[src/clk_params.svh]
// Register offsets, field positions, reset values and start-up counts
`ifndef CLK_PARAMS_SVH
`define CLK_PARAMS_SVH

// ----------------------------------------
// Register offsets
// ----------------------------------------
`define OFS_MODE   8'h00
`define OFS_CFG    8'h01
`define OFS_STAT   8'h02
`define OFS_IRQS   8'h03
`define OFS_IRQM   8'h04
`define OFS_STATE  8'h05

// ----------------------------------------
// Field positions
// ----------------------------------------
`define MODE_DIV_MSB   7
`define MODE_DIV_LSB   5
`define MODE_QUICK     4
`define MODE_LS_RDY    3
`define MODE_HS_RDY    2
`define MODE_IDLE      1
`define MODE_HL        0
`define CFG_KEEP       0
`define CFG_VDET       1
`define CFG_WDT_EN     2
`define CFG_WDT_SUB    3
`define CFG_OSC_LSB    4
`define CFG_OSC_MSB    5
`define STAT_PDF       0
`define STAT_TO        1

// ----------------------------------------
// Reset values
// ----------------------------------------
`define MODE_RST   8'h03
`define CFG_RST    8'h00
`define STAT_RST   2'h0
`define IRQ_RST    3'h0

// ----------------------------------------
// Start-up counts in oscillator cycles
// ----------------------------------------
`define XTAL_START 11'h400
`define RC_START   11'h010
`define LS_START   11'h002

`endif

[src/clk_pkg.sv]
// Types shared by the clock and power-mode controller
package clk_pkg;
	typedef enum logic [2:0] {
		ST_RUN       = 3'h0,
		ST_IDLE_STOP = 3'h1,
		ST_IDLE_RUN  = 3'h3,
		ST_DEEP      = 3'h2,
		ST_STOP_SUB  = 3'h6,
		ST_WAKE      = 3'h7,
		ST_FAST      = 3'h5
	} pwr_state_t;
	typedef enum logic [1:0] {
		OSC_XTAL  = 2'h0,
		OSC_EXTRC = 2'h1,
		OSC_INTRC = 2'h2
	} hs_osc_t;
endpackage : clk_pkg

[src/clk_power_ctrl.sv]
// System clock selection, low-power mode and wake-up controller
//
// Decided for this implementation: the register addresses and strobed register access.
`timescale 1ns/100ps
`default_nettype none
`include "clk_params.svh"

module clk_power_ctrl
	import clk_pkg::*;
(
	input  wire logic       clk_sys,
	input  wire logic       nrst,
	input  wire logic [7:0] regAddr,
	input  wire logic [7:0] regWdata,
	input  wire logic       regWr,
	input  wire logic       regRd,
	output logic      [7:0] regRdata,
	input  wire logic       haltReq,
	input  wire logic       wakeReq,
	input  wire logic       wdtTimeout,
	input  wire logic       hsOscPin,
	input  wire logic       lsOscPin,
	output logic            sysClk,
	output logic            wdtClk,
	output logic            subClk,
	output logic            cpuRun,
	output logic            hsOscEn,
	output logic            lsOscEn,
	output logic      [2:0] pwrState,
	output logic            irq
);
	// ----------------------------------------
	// Declarations
	// ----------------------------------------
	pwr_state_t  state_reg;
	pwr_state_t  state_next;
	logic [7:0]  mode_reg;
	logic [5:0]  cfg_reg;
	logic [1:0]  stat_reg;
	logic [1:0]  stat_next;
	logic [2:0]  irqStat_reg;
	logic [2:0]  irqStat_next;
	logic [2:0]  irqMask_reg;
	logic [5:0]  div_reg;
	logic [2:0]  actSrc_reg;
	logic        gate_reg;
	logic [1:0]  sysDiv_reg;
	logic        hsRdyOld_reg;
	logic        lsRdyOld_reg;
	logic [7:0]  rdMux;
	logic        hsLvl;
	logic        hsRise;
	logic        lsLvl;
	logic        lsRise;
	logic        hsRdy;
	logic        lsRdy;
	logic [10:0] hsLimit;
	logic [2:0]  selSrc;
	logic [2:0]  wantSrc;
	logic        wantHs;
	logic        actLvl;
	logic        wantLvl;
	logic        sysRun;
	logic        hsNeed;
	logic        haltTaken;
	logic        quickOk;
	logic        wakeDone;
	logic        wdtOn;
	logic        wdtLvl;
	logic        sysRiseNext;
	logic        gateNext;
	logic [2:0]  evt;
	hs_osc_t     oscType;
	logic        wrMode;
	logic        wrCfg;
	logic        wrStat;
	logic        wrIrqS;
	logic        wrIrqM;

	// ----------------------------------------
	// Helpers
	// ----------------------------------------
	// Source code: 0 slow clock, 1..6 fast/64..fast/2, 7 undivided fast
	function automatic logic [2:0] pickSrc(input logic hl, input logic [2:0] dv);
		if (hl)
			return 3'h7;
		else if (dv < 3'h2)
			return 3'h0;
		else
			return 3'(dv - 3'h1);
	endfunction : pickSrc

	function automatic logic srcLevel(input logic [2:0] src, input logic ls,
		input logic hs, input logic [5:0] dc);
		if (src == 3'h0)
			return ls;
		else if (src == 3'h7)
			return hs;
		else
			return dc[3'(3'h6 - src)];
	endfunction : srcLevel

	// ----------------------------------------
	// Oscillator inputs and start-up timers
	// ----------------------------------------
	osc_level_sync uHsSync (
		.clk_sys (clk_sys),
		.nrst    (nrst),
		.pinIn   (hsOscPin),
		.level   (hsLvl),
		.rise    (hsRise)
	);

	osc_level_sync uLsSync (
		.clk_sys (clk_sys),
		.nrst    (nrst),
		.pinIn   (lsOscPin),
		.level   (lsLvl),
		.rise    (lsRise)
	);

	assign oscType = hs_osc_t'(cfg_reg[`CFG_OSC_MSB:`CFG_OSC_LSB]);
	assign hsLimit = (oscType == OSC_XTAL) ? `XTAL_START : `RC_START;

	osc_ready_timer #(.W(11)) uHsTimer (
		.clk_sys (clk_sys),
		.nrst    (nrst),
		.run     (hsOscEn),
		.tick    (hsRise),
		.limit   (hsLimit),
		.ready   (hsRdy)
	);

	osc_ready_timer #(.W(11)) uLsTimer (
		.clk_sys (clk_sys),
		.nrst    (nrst),
		.run     (lsOscEn),
		.tick    (lsRise),
		.limit   (`LS_START),
		.ready   (lsRdy)
	);

	// ----------------------------------------
	// Mode state machine
	// ----------------------------------------
	assign selSrc    = pickSrc(mode_reg[`MODE_HL], mode_reg[`MODE_DIV_MSB:`MODE_DIV_LSB]);
	assign wantHs    = (selSrc != 3'h0);
	assign haltTaken = (state_reg == ST_RUN) & haltReq;
	// Only the crystal benefits; RC and slow sources start fast enough
	assign quickOk   = mode_reg[`MODE_QUICK] & wantHs & (oscType == OSC_XTAL);

	always_comb begin
		state_next = state_reg;
		case (state_reg)
			ST_RUN: begin
				if (haltReq) begin
					if (mode_reg[`MODE_IDLE])
						state_next = cfg_reg[`CFG_KEEP] ? ST_IDLE_RUN : ST_IDLE_STOP;
					else if (cfg_reg[`CFG_VDET] | cfg_reg[`CFG_WDT_EN])
						state_next = ST_STOP_SUB;
					else
						state_next = ST_DEEP;
				end
			end
			ST_IDLE_RUN: begin
				if (wakeReq)
					state_next = ST_RUN;
			end
			ST_IDLE_STOP, ST_STOP_SUB: begin
				if (wakeReq)
					state_next = quickOk ? ST_FAST : ST_WAKE;
			end
			ST_DEEP: begin
				if (wakeReq)
					state_next = ST_WAKE;
			end
			ST_WAKE: begin
				if (wantHs ? hsRdy : lsRdy)
					state_next = ST_RUN;
			end
			ST_FAST: begin
				if (hsRdy)
					state_next = ST_RUN;
			end
			default: state_next = ST_RUN;
		endcase
	end

	// ----------------------------------------
	// Oscillator enables and run outputs
	// ----------------------------------------
	// Fast oscillator stays up until the glitch-free switch has closed its gate on it
	assign hsNeed  = wantHs & ((state_reg == ST_RUN) | (state_reg == ST_IDLE_RUN) |
		(state_reg == ST_WAKE) | (state_reg == ST_FAST));
	assign hsOscEn = hsNeed | (gate_reg & (actSrc_reg != 3'h0));
	assign lsOscEn = (state_reg != ST_DEEP);
	assign cpuRun  = (state_reg == ST_RUN) | ((state_reg == ST_FAST) & lsRdy);
	assign sysRun  = cpuRun | (state_reg == ST_IDLE_RUN);
	assign pwrState = state_reg;

	// ----------------------------------------
	// Glitch-free system clock switch
	// ----------------------------------------
	// During quick wake the substitute clock stands in for the crystal
	assign wantSrc = (state_reg == ST_FAST) ? 3'h0 : selSrc;
	assign actLvl  = srcLevel(actSrc_reg, lsLvl, hsLvl, div_reg);
	assign wantLvl = srcLevel(wantSrc, lsLvl, hsLvl, div_reg);
	// The gate only moves while the active source is low, so no runt pulse
	assign gateNext = actLvl ? gate_reg :
		(sysRun & (actSrc_reg == wantSrc));
	assign sysRiseNext = gate_reg & actLvl & ~sysClk;

	always_ff @(posedge clk_sys or negedge nrst) begin
		if (!nrst) begin
			div_reg    <= 6'h00;
			actSrc_reg <= 3'h7;
			gate_reg   <= 1'b0;
			sysClk     <= 1'b0;
			sysDiv_reg <= 2'h0;
		end else begin
			if (hsRise)
				div_reg <= 6'(div_reg + 6'h01);
			if (!gate_reg && !gateNext && !wantLvl)
				actSrc_reg <= wantSrc;
			gate_reg <= gateNext;
			sysClk   <= gate_reg & actLvl;
			if (sysRiseNext)
				sysDiv_reg <= 2'(sysDiv_reg + 2'h1);
		end
	end

	// ----------------------------------------
	// Watchdog and substitute clocks
	// ----------------------------------------
	assign wdtLvl = cfg_reg[`CFG_WDT_SUB] ? lsLvl : sysDiv_reg[1];
	assign wdtOn  = cfg_reg[`CFG_WDT_EN] & (state_reg != ST_DEEP) &
		!((state_reg == ST_IDLE_STOP) & !cfg_reg[`CFG_WDT_SUB]);

	always_ff @(posedge clk_sys or negedge nrst) begin
		if (!nrst) begin
			wdtClk <= 1'b0;
			subClk <= 1'b0;
		end else begin
			wdtClk <= wdtOn & wdtLvl;
			subClk <= lsOscEn & lsLvl;
		end
	end

	// ----------------------------------------
	// Register port
	// ----------------------------------------
	assign wrMode = regWr & (regAddr == `OFS_MODE);
	assign wrCfg  = regWr & (regAddr == `OFS_CFG);
	assign wrStat = regWr & (regAddr == `OFS_STAT);
	assign wrIrqS = regWr & (regAddr == `OFS_IRQS);
	assign wrIrqM = regWr & (regAddr == `OFS_IRQM);

	// Ready bits always show live oscillator state, writes to them are lost
	assign rdMux =
		(regAddr == `OFS_MODE)  ? {mode_reg[7:4], lsRdy, hsRdy, mode_reg[1:0]} :
		(regAddr == `OFS_CFG)   ? {2'h0, cfg_reg} :
		(regAddr == `OFS_STAT)  ? {6'h00, stat_reg} :
		(regAddr == `OFS_IRQS)  ? {5'h00, irqStat_reg} :
		(regAddr == `OFS_IRQM)  ? {5'h00, irqMask_reg} :
		(regAddr == `OFS_STATE) ? {5'h00, state_reg} : 8'h00;

	// Halt and timeout events win over a software clear in the same cycle
	always_comb begin
		stat_next = stat_reg;
		if (wrStat)
			stat_next = stat_reg & ~regWdata[1:0];
		if (haltTaken)
			stat_next[`STAT_TO] = 1'b0;
		if (haltTaken)
			stat_next[`STAT_PDF] = 1'b1;
		if (wdtTimeout)
			stat_next[`STAT_TO] = 1'b1;
	end

	assign wakeDone = (state_reg != ST_RUN) & (state_next == ST_RUN);
	assign evt = {wakeDone, lsRdy & ~lsRdyOld_reg, hsRdy & ~hsRdyOld_reg};
	assign irqStat_next = (irqStat_reg & ~(wrIrqS ? regWdata[2:0] : 3'h0)) | evt;

	always_ff @(posedge clk_sys or negedge nrst) begin
		if (!nrst) begin
			state_reg    <= ST_RUN;
			mode_reg     <= `MODE_RST;
			cfg_reg      <= 6'(`CFG_RST);
			stat_reg     <= `STAT_RST;
			irqStat_reg  <= `IRQ_RST;
			irqMask_reg  <= `IRQ_RST;
			hsRdyOld_reg <= 1'b0;
			lsRdyOld_reg <= 1'b0;
			regRdata     <= 8'h00;
		end else begin
			state_reg <= state_next;
			if (wrMode)
				mode_reg <= {regWdata[7:4], 2'h0, regWdata[1:0]};
			if (wrCfg)
				cfg_reg <= regWdata[5:0];
			if (wrIrqM)
				irqMask_reg <= regWdata[2:0];
			stat_reg     <= stat_next;
			irqStat_reg  <= irqStat_next;
			hsRdyOld_reg <= hsRdy;
			lsRdyOld_reg <= lsRdy;
			regRdata     <= regRd ? rdMux : 8'h00;
		end
	end

	assign irq = |(irqStat_reg & irqMask_reg);
endmodule : clk_power_ctrl
`default_nettype wire

[src/osc_level_sync.sv]
// Three-stage synchroniser for an oscillator pin with rising-edge pulse
`timescale 1ns/100ps
`default_nettype none
module osc_level_sync (
	input  wire logic clk_sys,
	input  wire logic nrst,
	input  wire logic pinIn,
	output logic      level,
	output logic      rise
);
	logic s1_reg;
	logic s2_reg;
	logic s3_reg;
	logic lvl_reg;
	logic lvl_next;

	// Level changes only once the second and third stages agree
	assign lvl_next = (s2_reg == s3_reg) ? s3_reg : lvl_reg;
	assign level    = lvl_reg;
	assign rise     = lvl_next & ~lvl_reg;

	always_ff @(posedge clk_sys or negedge nrst) begin
		if (!nrst) begin
			s1_reg  <= 1'b0;
			s2_reg  <= 1'b0;
			s3_reg  <= 1'b0;
			lvl_reg <= 1'b0;
		end else begin
			s1_reg  <= pinIn;
			s2_reg  <= s1_reg;
			s3_reg  <= s2_reg;
			lvl_reg <= lvl_next;
		end
	end
endmodule : osc_level_sync
`default_nettype wire

[src/osc_ready_timer.sv]
// Counts oscillator edges after enable and raises a ready flag
`timescale 1ns/100ps
`default_nettype none
module osc_ready_timer #(
	parameter int W = 11
) (
	input  wire logic         clk_sys,
	input  wire logic         nrst,
	input  wire logic         run,
	input  wire logic         tick,
	input  wire logic [W-1:0] limit,
	output logic              ready
);
	logic [W-1:0] cnt_reg;
	logic [W-1:0] cnt_next;
	logic         rdy_next;

	// A stopped oscillator forgets its progress and starts over
	assign rdy_next = run & (cnt_reg >= limit);
	assign cnt_next = !run ? '0 : (tick & !rdy_next) ? W'(cnt_reg + 1'b1) : cnt_reg;

	always_ff @(posedge clk_sys or negedge nrst) begin
		if (!nrst) begin
			cnt_reg <= '0;
			ready   <= 1'b0;
		end else begin
			cnt_reg <= cnt_next;
			ready   <= rdy_next;
		end
	end
endmodule : osc_ready_timer
`default_nettype wire
[config.mk]
export PLATFORM = sky130hd
export DESIGN_NAME = clk_power_ctrl
export DESIGN_NICKNAME = d
export VERILOG_FILES = /design/src/clk_pkg.sv /design/src/clk_power_ctrl.sv /design/src/osc_level_sync.sv /design/src/osc_ready_timer.sv
export VERILOG_INCLUDE_DIRS = /design/src
export SDC_FILE = /design/constraint.sdc
export NUM_CORES = 1
export LEC_CHECK = 0
export ABC_CLOCK_PERIOD_IN_PS = 7000
export BUFFER_PORTS_ARGS = -buffer_cell sky130_fd_sc_hd__buf_2
export CAP_MARGIN = 20
export CORE_MARGIN = 3
export CORE_UTILIZATION = 23
export DETAILED_ROUTE_END_ITERATION = 16
export GPL_TIMING_DRIVEN = 0
export RECOVER_POWER = 50
export SLEW_MARGIN = 20
export SYNTH_ARGS = -nofsm -noshare
export SYNTH_HDL_FRONTEND = slang
export SYNTH_SLANG_ARGS = --single-unit
[constraint.sdc]
create_clock -name clk_sys -period 7 [get_ports clk_sys]
set_input_delay 1.4 -clock clk_sys [delete_from_list [all_inputs] [get_ports clk_sys]]
set_output_delay 1.4 -clock clk_sys [all_outputs]
set_load 0.05 [all_outputs]
Yosys cells after proc, flatten, opt, wreduce, memory -nomap -nowiden
Index checks and enable logic that the tools add are counted.
Widths: inputs -> output; s select.
{ "word_totals": {"regBits": 80, "latchBits": 0, "mem_bits_rw": 0, "rom_bits": 0, "inputBits": 25, "output_inout_bits": 18, "elab_cells": 172, "mem_count": 0} }
{ "classes": {"n_addsub": 7, "mul": 0, "n_div": 0, "magnitude_cmp": 5, "n_eq_ne": 19, "shifts": 0, "n_mux": 44, "bitwise_logic": 46, "n_reduce_logical": 22} }
{ "ops": {"columns": ["operator", "n"], "rows": [
  ["$mux 11", 5],
  ["$mux 3", 16],
  ["$and 1x1->1", 28],
  ["$add 11x1->11 const B", 2],
  ["$pmux 3 s6", 1],
  ["$eq 8x2->1 const B", 2],
  ["$eq 8x3->1 const B", 2],
  ["$mux 8", 2],
  ["$eq 3x3->1 const B", 5],
  ["$mux 1", 14],
  ["$logic_not 3->1", 4],
  ["$reduce_bool 3->1", 4],
  ["$ge 11x11->1", 1],
  ["$ge 11x2->1 const B", 1],
  ["$eq 8x1->1 const B", 1],
  ["$logic_not 8->1", 1],
  ["$lt 3x4->1 const B", 2],
  ["$logic_not 1->1", 7],
  ["$or 1x1->1", 7],
  ["$add 6x1->6 const B", 1],
  ["$and 3x3->3", 2],
  ["$bmux 1 s3", 2],
  ["$eq 3x2->1 const B", 2],
  ["$mux 2", 3],
  ["21 further kinds", 28]
]} }

Longest topological paths before layout
{ "logic_depth": {"ltp_word": 12, "mapped_depth": 11, "mapped_depth_nobuf": 11} }

Cells and area by module
A second synthesis with hierarchy kept.
{ "hier_totals": {"cells_unflattened": 503, "hier_area_um2": 4918.5} }
{ "by_module_without_submodules": {"columns": ["mod", "n_inst", "cells_each", "area_per_inst_um2", "seq_area_each_um2"], "rows": [
  ["clk_power_ctrl", 1, 275, 2811.4, 1207.4],
  ["osc_ready_timer", 2, 108, 932.1, 300.3],
  ["osc_level_sync", 2, 6, 121.4, 100.1]
]} }

Worst setup path before layout
OpenSTA, ideal clock, no wires.
{ "synth_path": {"kind": "register to output", "startpoint": "register mode_reg[6]", "endpoint": "output hsOscEn", "arrival_ns": 2.104, "required_ns": 5.600, "slack_ns": 3.496, "path_stages_with_launch": 8, "n_path_buf": 1, "path_cell_list": "dfrtp_1 > inv_1 > ha_1 > nand3_1 > a221oi_1 > o21a_1 > clkbuf_1 > inv_1"} }
{ "synth_between": {"elab_chain_cells": 6, "elab_cells_between_ends": 7, "classes_between": "1 x add/sub; 1 x order compare; 2 x mux; 2 x bitwise; 1 x reduce/logical"} }
{ "synth_rtl": {"columns": ["element", "line", "rtl"], "rows": [
  ["start: declaration", "clk_power_ctrl.sv:37", "logic [7:0] mode_reg;"],
  ["start signal: assignment", "clk_power_ctrl.sv:287", "mode_reg <= `MODE_RST;"],
  ["start signal: assignment", "clk_power_ctrl.sv:298", "mode_reg <= {regWdata[7:4], 2'h0, regWdata[1:0]};"],
  ["$sub 3x1->3 / $lt 3x2->1 (equally long branches)", "clk_power_ctrl.sv:90, clk_power_ctrl.sv:87", null],
  ["$mux 3 *", "clk_power_ctrl.sv:87", "else if (dv < 3'h2)"],
  ["$mux 3 *", "clk_power_ctrl.sv:85", "if (hl)"],
  ["$reduce_bool 3->1 *", "clk_power_ctrl.sv:147", "assign wantHs = (selSrc != 3'h0);"],
  ["$and 1x1->1 *", "clk_power_ctrl.sv:193", "assign hsNeed = wantHs & ((state_reg == ST_RUN) | (state_reg == ST_IDLE_RUN) |"],
  ["$or 1x1->1 *", "clk_power_ctrl.sv:195", "assign hsOscEn = hsNeed | (gate_reg & (actSrc_reg != 3'h0));"],
  ["end: declaration", "clk_power_ctrl.sv:27", "output logic hsOscEn,"]
]} }
Every way passes the cells marked *; elsewhere a longest branch is shown, timed or not.

==> impl_summary.log <==
INFO  metric postPlaceCellArea = 0.00465 mm²
INFO  metric finClkSkew = 0.00730 ns
INFO  metric synthDominantCellAreaShare = 0.453
INFO  metric setup_violation_total_in_the_final_timing_report = 0
INFO  metric critical_path_class = in2async
INFO  metric yosys_register_bits = 80
INFO  metric netlist.top_cell.by_area = dfrtp_1
INFO  metric max-clock-path-buffers = 2
INFO  metric ctsHoldBuffers = 0
INFO  metric drv_cap = 2
INFO  metric cts_post_setup_buffers_inserted = 0
INFO  metric postSynthAreaPerCell = 10.2 µm²
INFO  metric worst_path_most_repeated_cell = clkbuf_1
INFO  metric grt_first_pass_wirelength = 16.4 mm
INFO  metric mappedNetlistNets = 446
INFO  metric number_of_filler_cells_placed_in_the_layout = 1785
INFO  metric syn-cell-area = 0.00415 mm²
INFO  metric yosys.cell_count.top_type = dfrtp_1
INFO  metric synth.top_cells.by_count = dfrtp_1 (75), nor2_1 (42), nand2_1 (36), a21oi_1 (26), inv_1 (26)
INFO  metric final_critical_path_setup_slack = 2.27 ns
INFO  metric place.port_buffers = 39
INFO  metric postSynth.asyncResetShare = 1.00
INFO  metric track_usage = 0.103
INFO  metric cts_root_buffer = clkbuf_16
INFO  metric crit_buf_inv = 2
INFO  metric post_drt_wl_per_cell = 14.1 µm
INFO  metric yosys_synthesis_warning_count = 0
INFO  metric netlist-cell-type-count = 65
INFO  metric dieWidth = 140 µm
INFO  metric ant_nets = 0
INFO  metric synthFlopType = dfrtp_1
INFO  metric critical_path.slowest_cell = clkbuf_1
INFO  metric total_power = 0.00166 W
INFO  metric drt_first_pass_iters = 4
INFO  metric cts_max_level = 3
INFO  metric stdcell_area = 0.00499 mm²
INFO  metric ff_latch_area = 0.00201 mm²
INFO  metric clock.fmax = 0.212 GHz
INFO  metric start_util = 0.237
INFO  metric grt_antenna_before_repair = 0
INFO  metric worst-endpoint-arrival = 4.61 ns
INFO  metric worst_setup_path_start_kind = input pin
INFO  metric power_density = 333 mW/mm²
INFO  metric yosysSeqAreaShare = 0.484
INFO  metric syn_to_final_growth = 20.4%
INFO  metric timing_worst_slew_pin_value = 2.66 ns
INFO  metric cts.sink_count = 80
INFO  metric timing.final.hold_violations = 0
INFO  metric gp_routability_congestion = 0.844
INFO  metric finalCritPeriodShare = 0.675
INFO  metric chip_height = 140 µm
INFO  metric instance_count_of_the_mapped_netlist = 407
INFO  metric clock_insertion_delay_worst_skew = 0.35 ns
INFO  metric post_route_cells_drive_above_1_share = 0.166
INFO  metric viasPerCell = 4.73
INFO  metric diodes = 0
INFO  metric critical_path.cell_chain = clkbuf_1 -> clkbuf_1
INFO  metric routed_wl = 9.71 mm
INFO  metric dp_slack = 3.05 ns
INFO  metric power_leakage = 2.28 nW
INFO  metric dp_hpwl = 7.12 mm
INFO  metric worst_setup_path_end_kind = async pin
INFO  metric path_delay_family = buffers and inverters
INFO  metric cp.required = 6.88 ns
INFO  metric number_of_i_o_pins = 43
INFO  metric combined_area_of_the_multi_input_logic_cells = 0.00198 mm²
INFO  metric report.final.slew_viol_count = 83
INFO  metric tritoncts.num_buffers = 9
INFO  metric number_of_flops_mapped_to_enable_cells_by_yosys = 0
INFO  metric failed_checks = capacitance limit, slew limit
INFO  metric nets = 497
INFO  metric worst_path_largest_cell_delay = 1.96 ns
INFO  metric site_row_count = 48
INFO  metric grt_pass1_vias = 3275
INFO  metric detail_route.drc_violations = 0
INFO  metric grt_remaining_overflow = 0
INFO  metric pin_count_of_the_biggest_net_entering_global_routing = 50
INFO  metric critPathMaxFanout = 49
INFO  metric die_area = 0.0197 mm²
INFO  metric synthTopCellsByArea = dfrtp_1 (45%), ha_1 (4.2%), nor2_1 (3.8%)
INFO  metric clkTransAtPathRegs = 0.06 ns
INFO  metric setup_tns = 0 ns
INFO  metric core_area = 0.0175 mm²
INFO  metric initialDrtViolationCount = 182
INFO  metric vias = 3255
INFO  metric timing.hold.worst.class = reg2reg
INFO  metric power.ir.vdd_worst = 175 µV
INFO  metric normalized_max_slew_margin = -0.772
INFO  metric post_cts.resized_instances = 0
INFO  metric outcome = finished with violations
INFO  metric tritoncts = yes
INFO  metric minimum_period_implied_by_the_final_worst_setup_slack = 4.73 ns
INFO  metric grt_setup_unrepaired = false
-- per-layer routing --
metal,global-route usage,up-vias,share of wire
li1,-,1546,-
met1,0.127,1609,0.44
met2,0.166,83,0.48
met3,0.0270,17,0.056
met4,0.0520,0,0.023
met5,0,-,0
-- power by group --
group / total [W] / switching (W) / internal [W]
Combinational: 0.000475 / 0.000303 / 0.000171
Sequential: 0.000603 / 0.0000707 / 0.000532
Clock: 0.000584 / 0.000189 / 0.000395
Total: 0.00166 / 0.000563 / 0.00110
-- logic make-up after synthesis --
family                     Yosys count  share of synthesized area
AOI/OAI and AO/OA                   77                      0.132
xor gates and xnor gates            19                     0.0401
adders and majority gates           14                     0.0422
buffers and inverters               39                     0.0362
DFF                                 80                      0.484
muxes                               27                     0.0730
and+or+nand+nor                    151                      0.193
-- path summary, 6_finish.rpt --
kind                                     startpoint                        end  slack, ns  depth (start not counted)
max in group clk_sys        mode_reg[6]$_DFFE_PN0P_                    hsOscEn       2.76                          8
min                        uHsSync.s1_reg$_DFF_PN0_   uHsSync.s2_reg$_DFF_PN0_       0.34                          0
min in group asynchronous                      nrst    stat_reg[1]$_DFFE_PN0P_       1.49                          1
min reg2reg                uHsSync.s1_reg$_DFF_PN0_   uHsSync.s2_reg$_DFF_PN0_       0.34                          0
max reg2reg                   pwrState[0]$_DFF_PN0_  actSrc_reg[0]$_DFFE_PN1P_       3.90                         10
max                                            nrst   uHsSync.s1_reg$_DFF_PN0_       2.27                          2
-- through the flow --
step	cells	hold slack, ns	util
2_1_floorplan	407	0.331	-
3_3_place_gp	671	0.336	0.265
3_5_place_dp	672	0.336	0.266
4_1_cts	688	0.347	0.288
5_1_grt	688	0.351	0.286
6_report	688	0.344	0.286
-- layout make-up --
type                            count  share of cell area
Buffer                             12             0.00977
Clock inverter                      5              0.0258
Tap cell                          225              0.0564
Clock buffer                       11              0.0486
Inverter                           27              0.0203
Sequential cell                    80               0.402
Timing Repair Buffer               40              0.0396
Multi-Input combinational cell    288               0.397
-- cells in the final DEF (no fill, tap or decap), types with 7 or more instances in the layout --
| cell type | n |
|---|---|
| and3_1 | 8 |
| dfrtp_1 | 75 |
| xnor2_1 | 7 |
| nand2_1 | 36 |
| nor2_1 | 42 |
| nor2b_1 | 8 |
| xor2_1 | 12 |
| a21oi_1 | 26 |
| clkbuf_16 | 9 |
| buf_2 | 41 |
| clkbuf_1 | 11 |
| ha_1 | 14 |
| nand4_1 | 8 |
| inv_1 | 26 |
| mux2_1 | 12 |
| mux2i_1 | 10 |
| o21ai_0 | 8 |
Note: power is estimated with default switching activity, not from simulation.
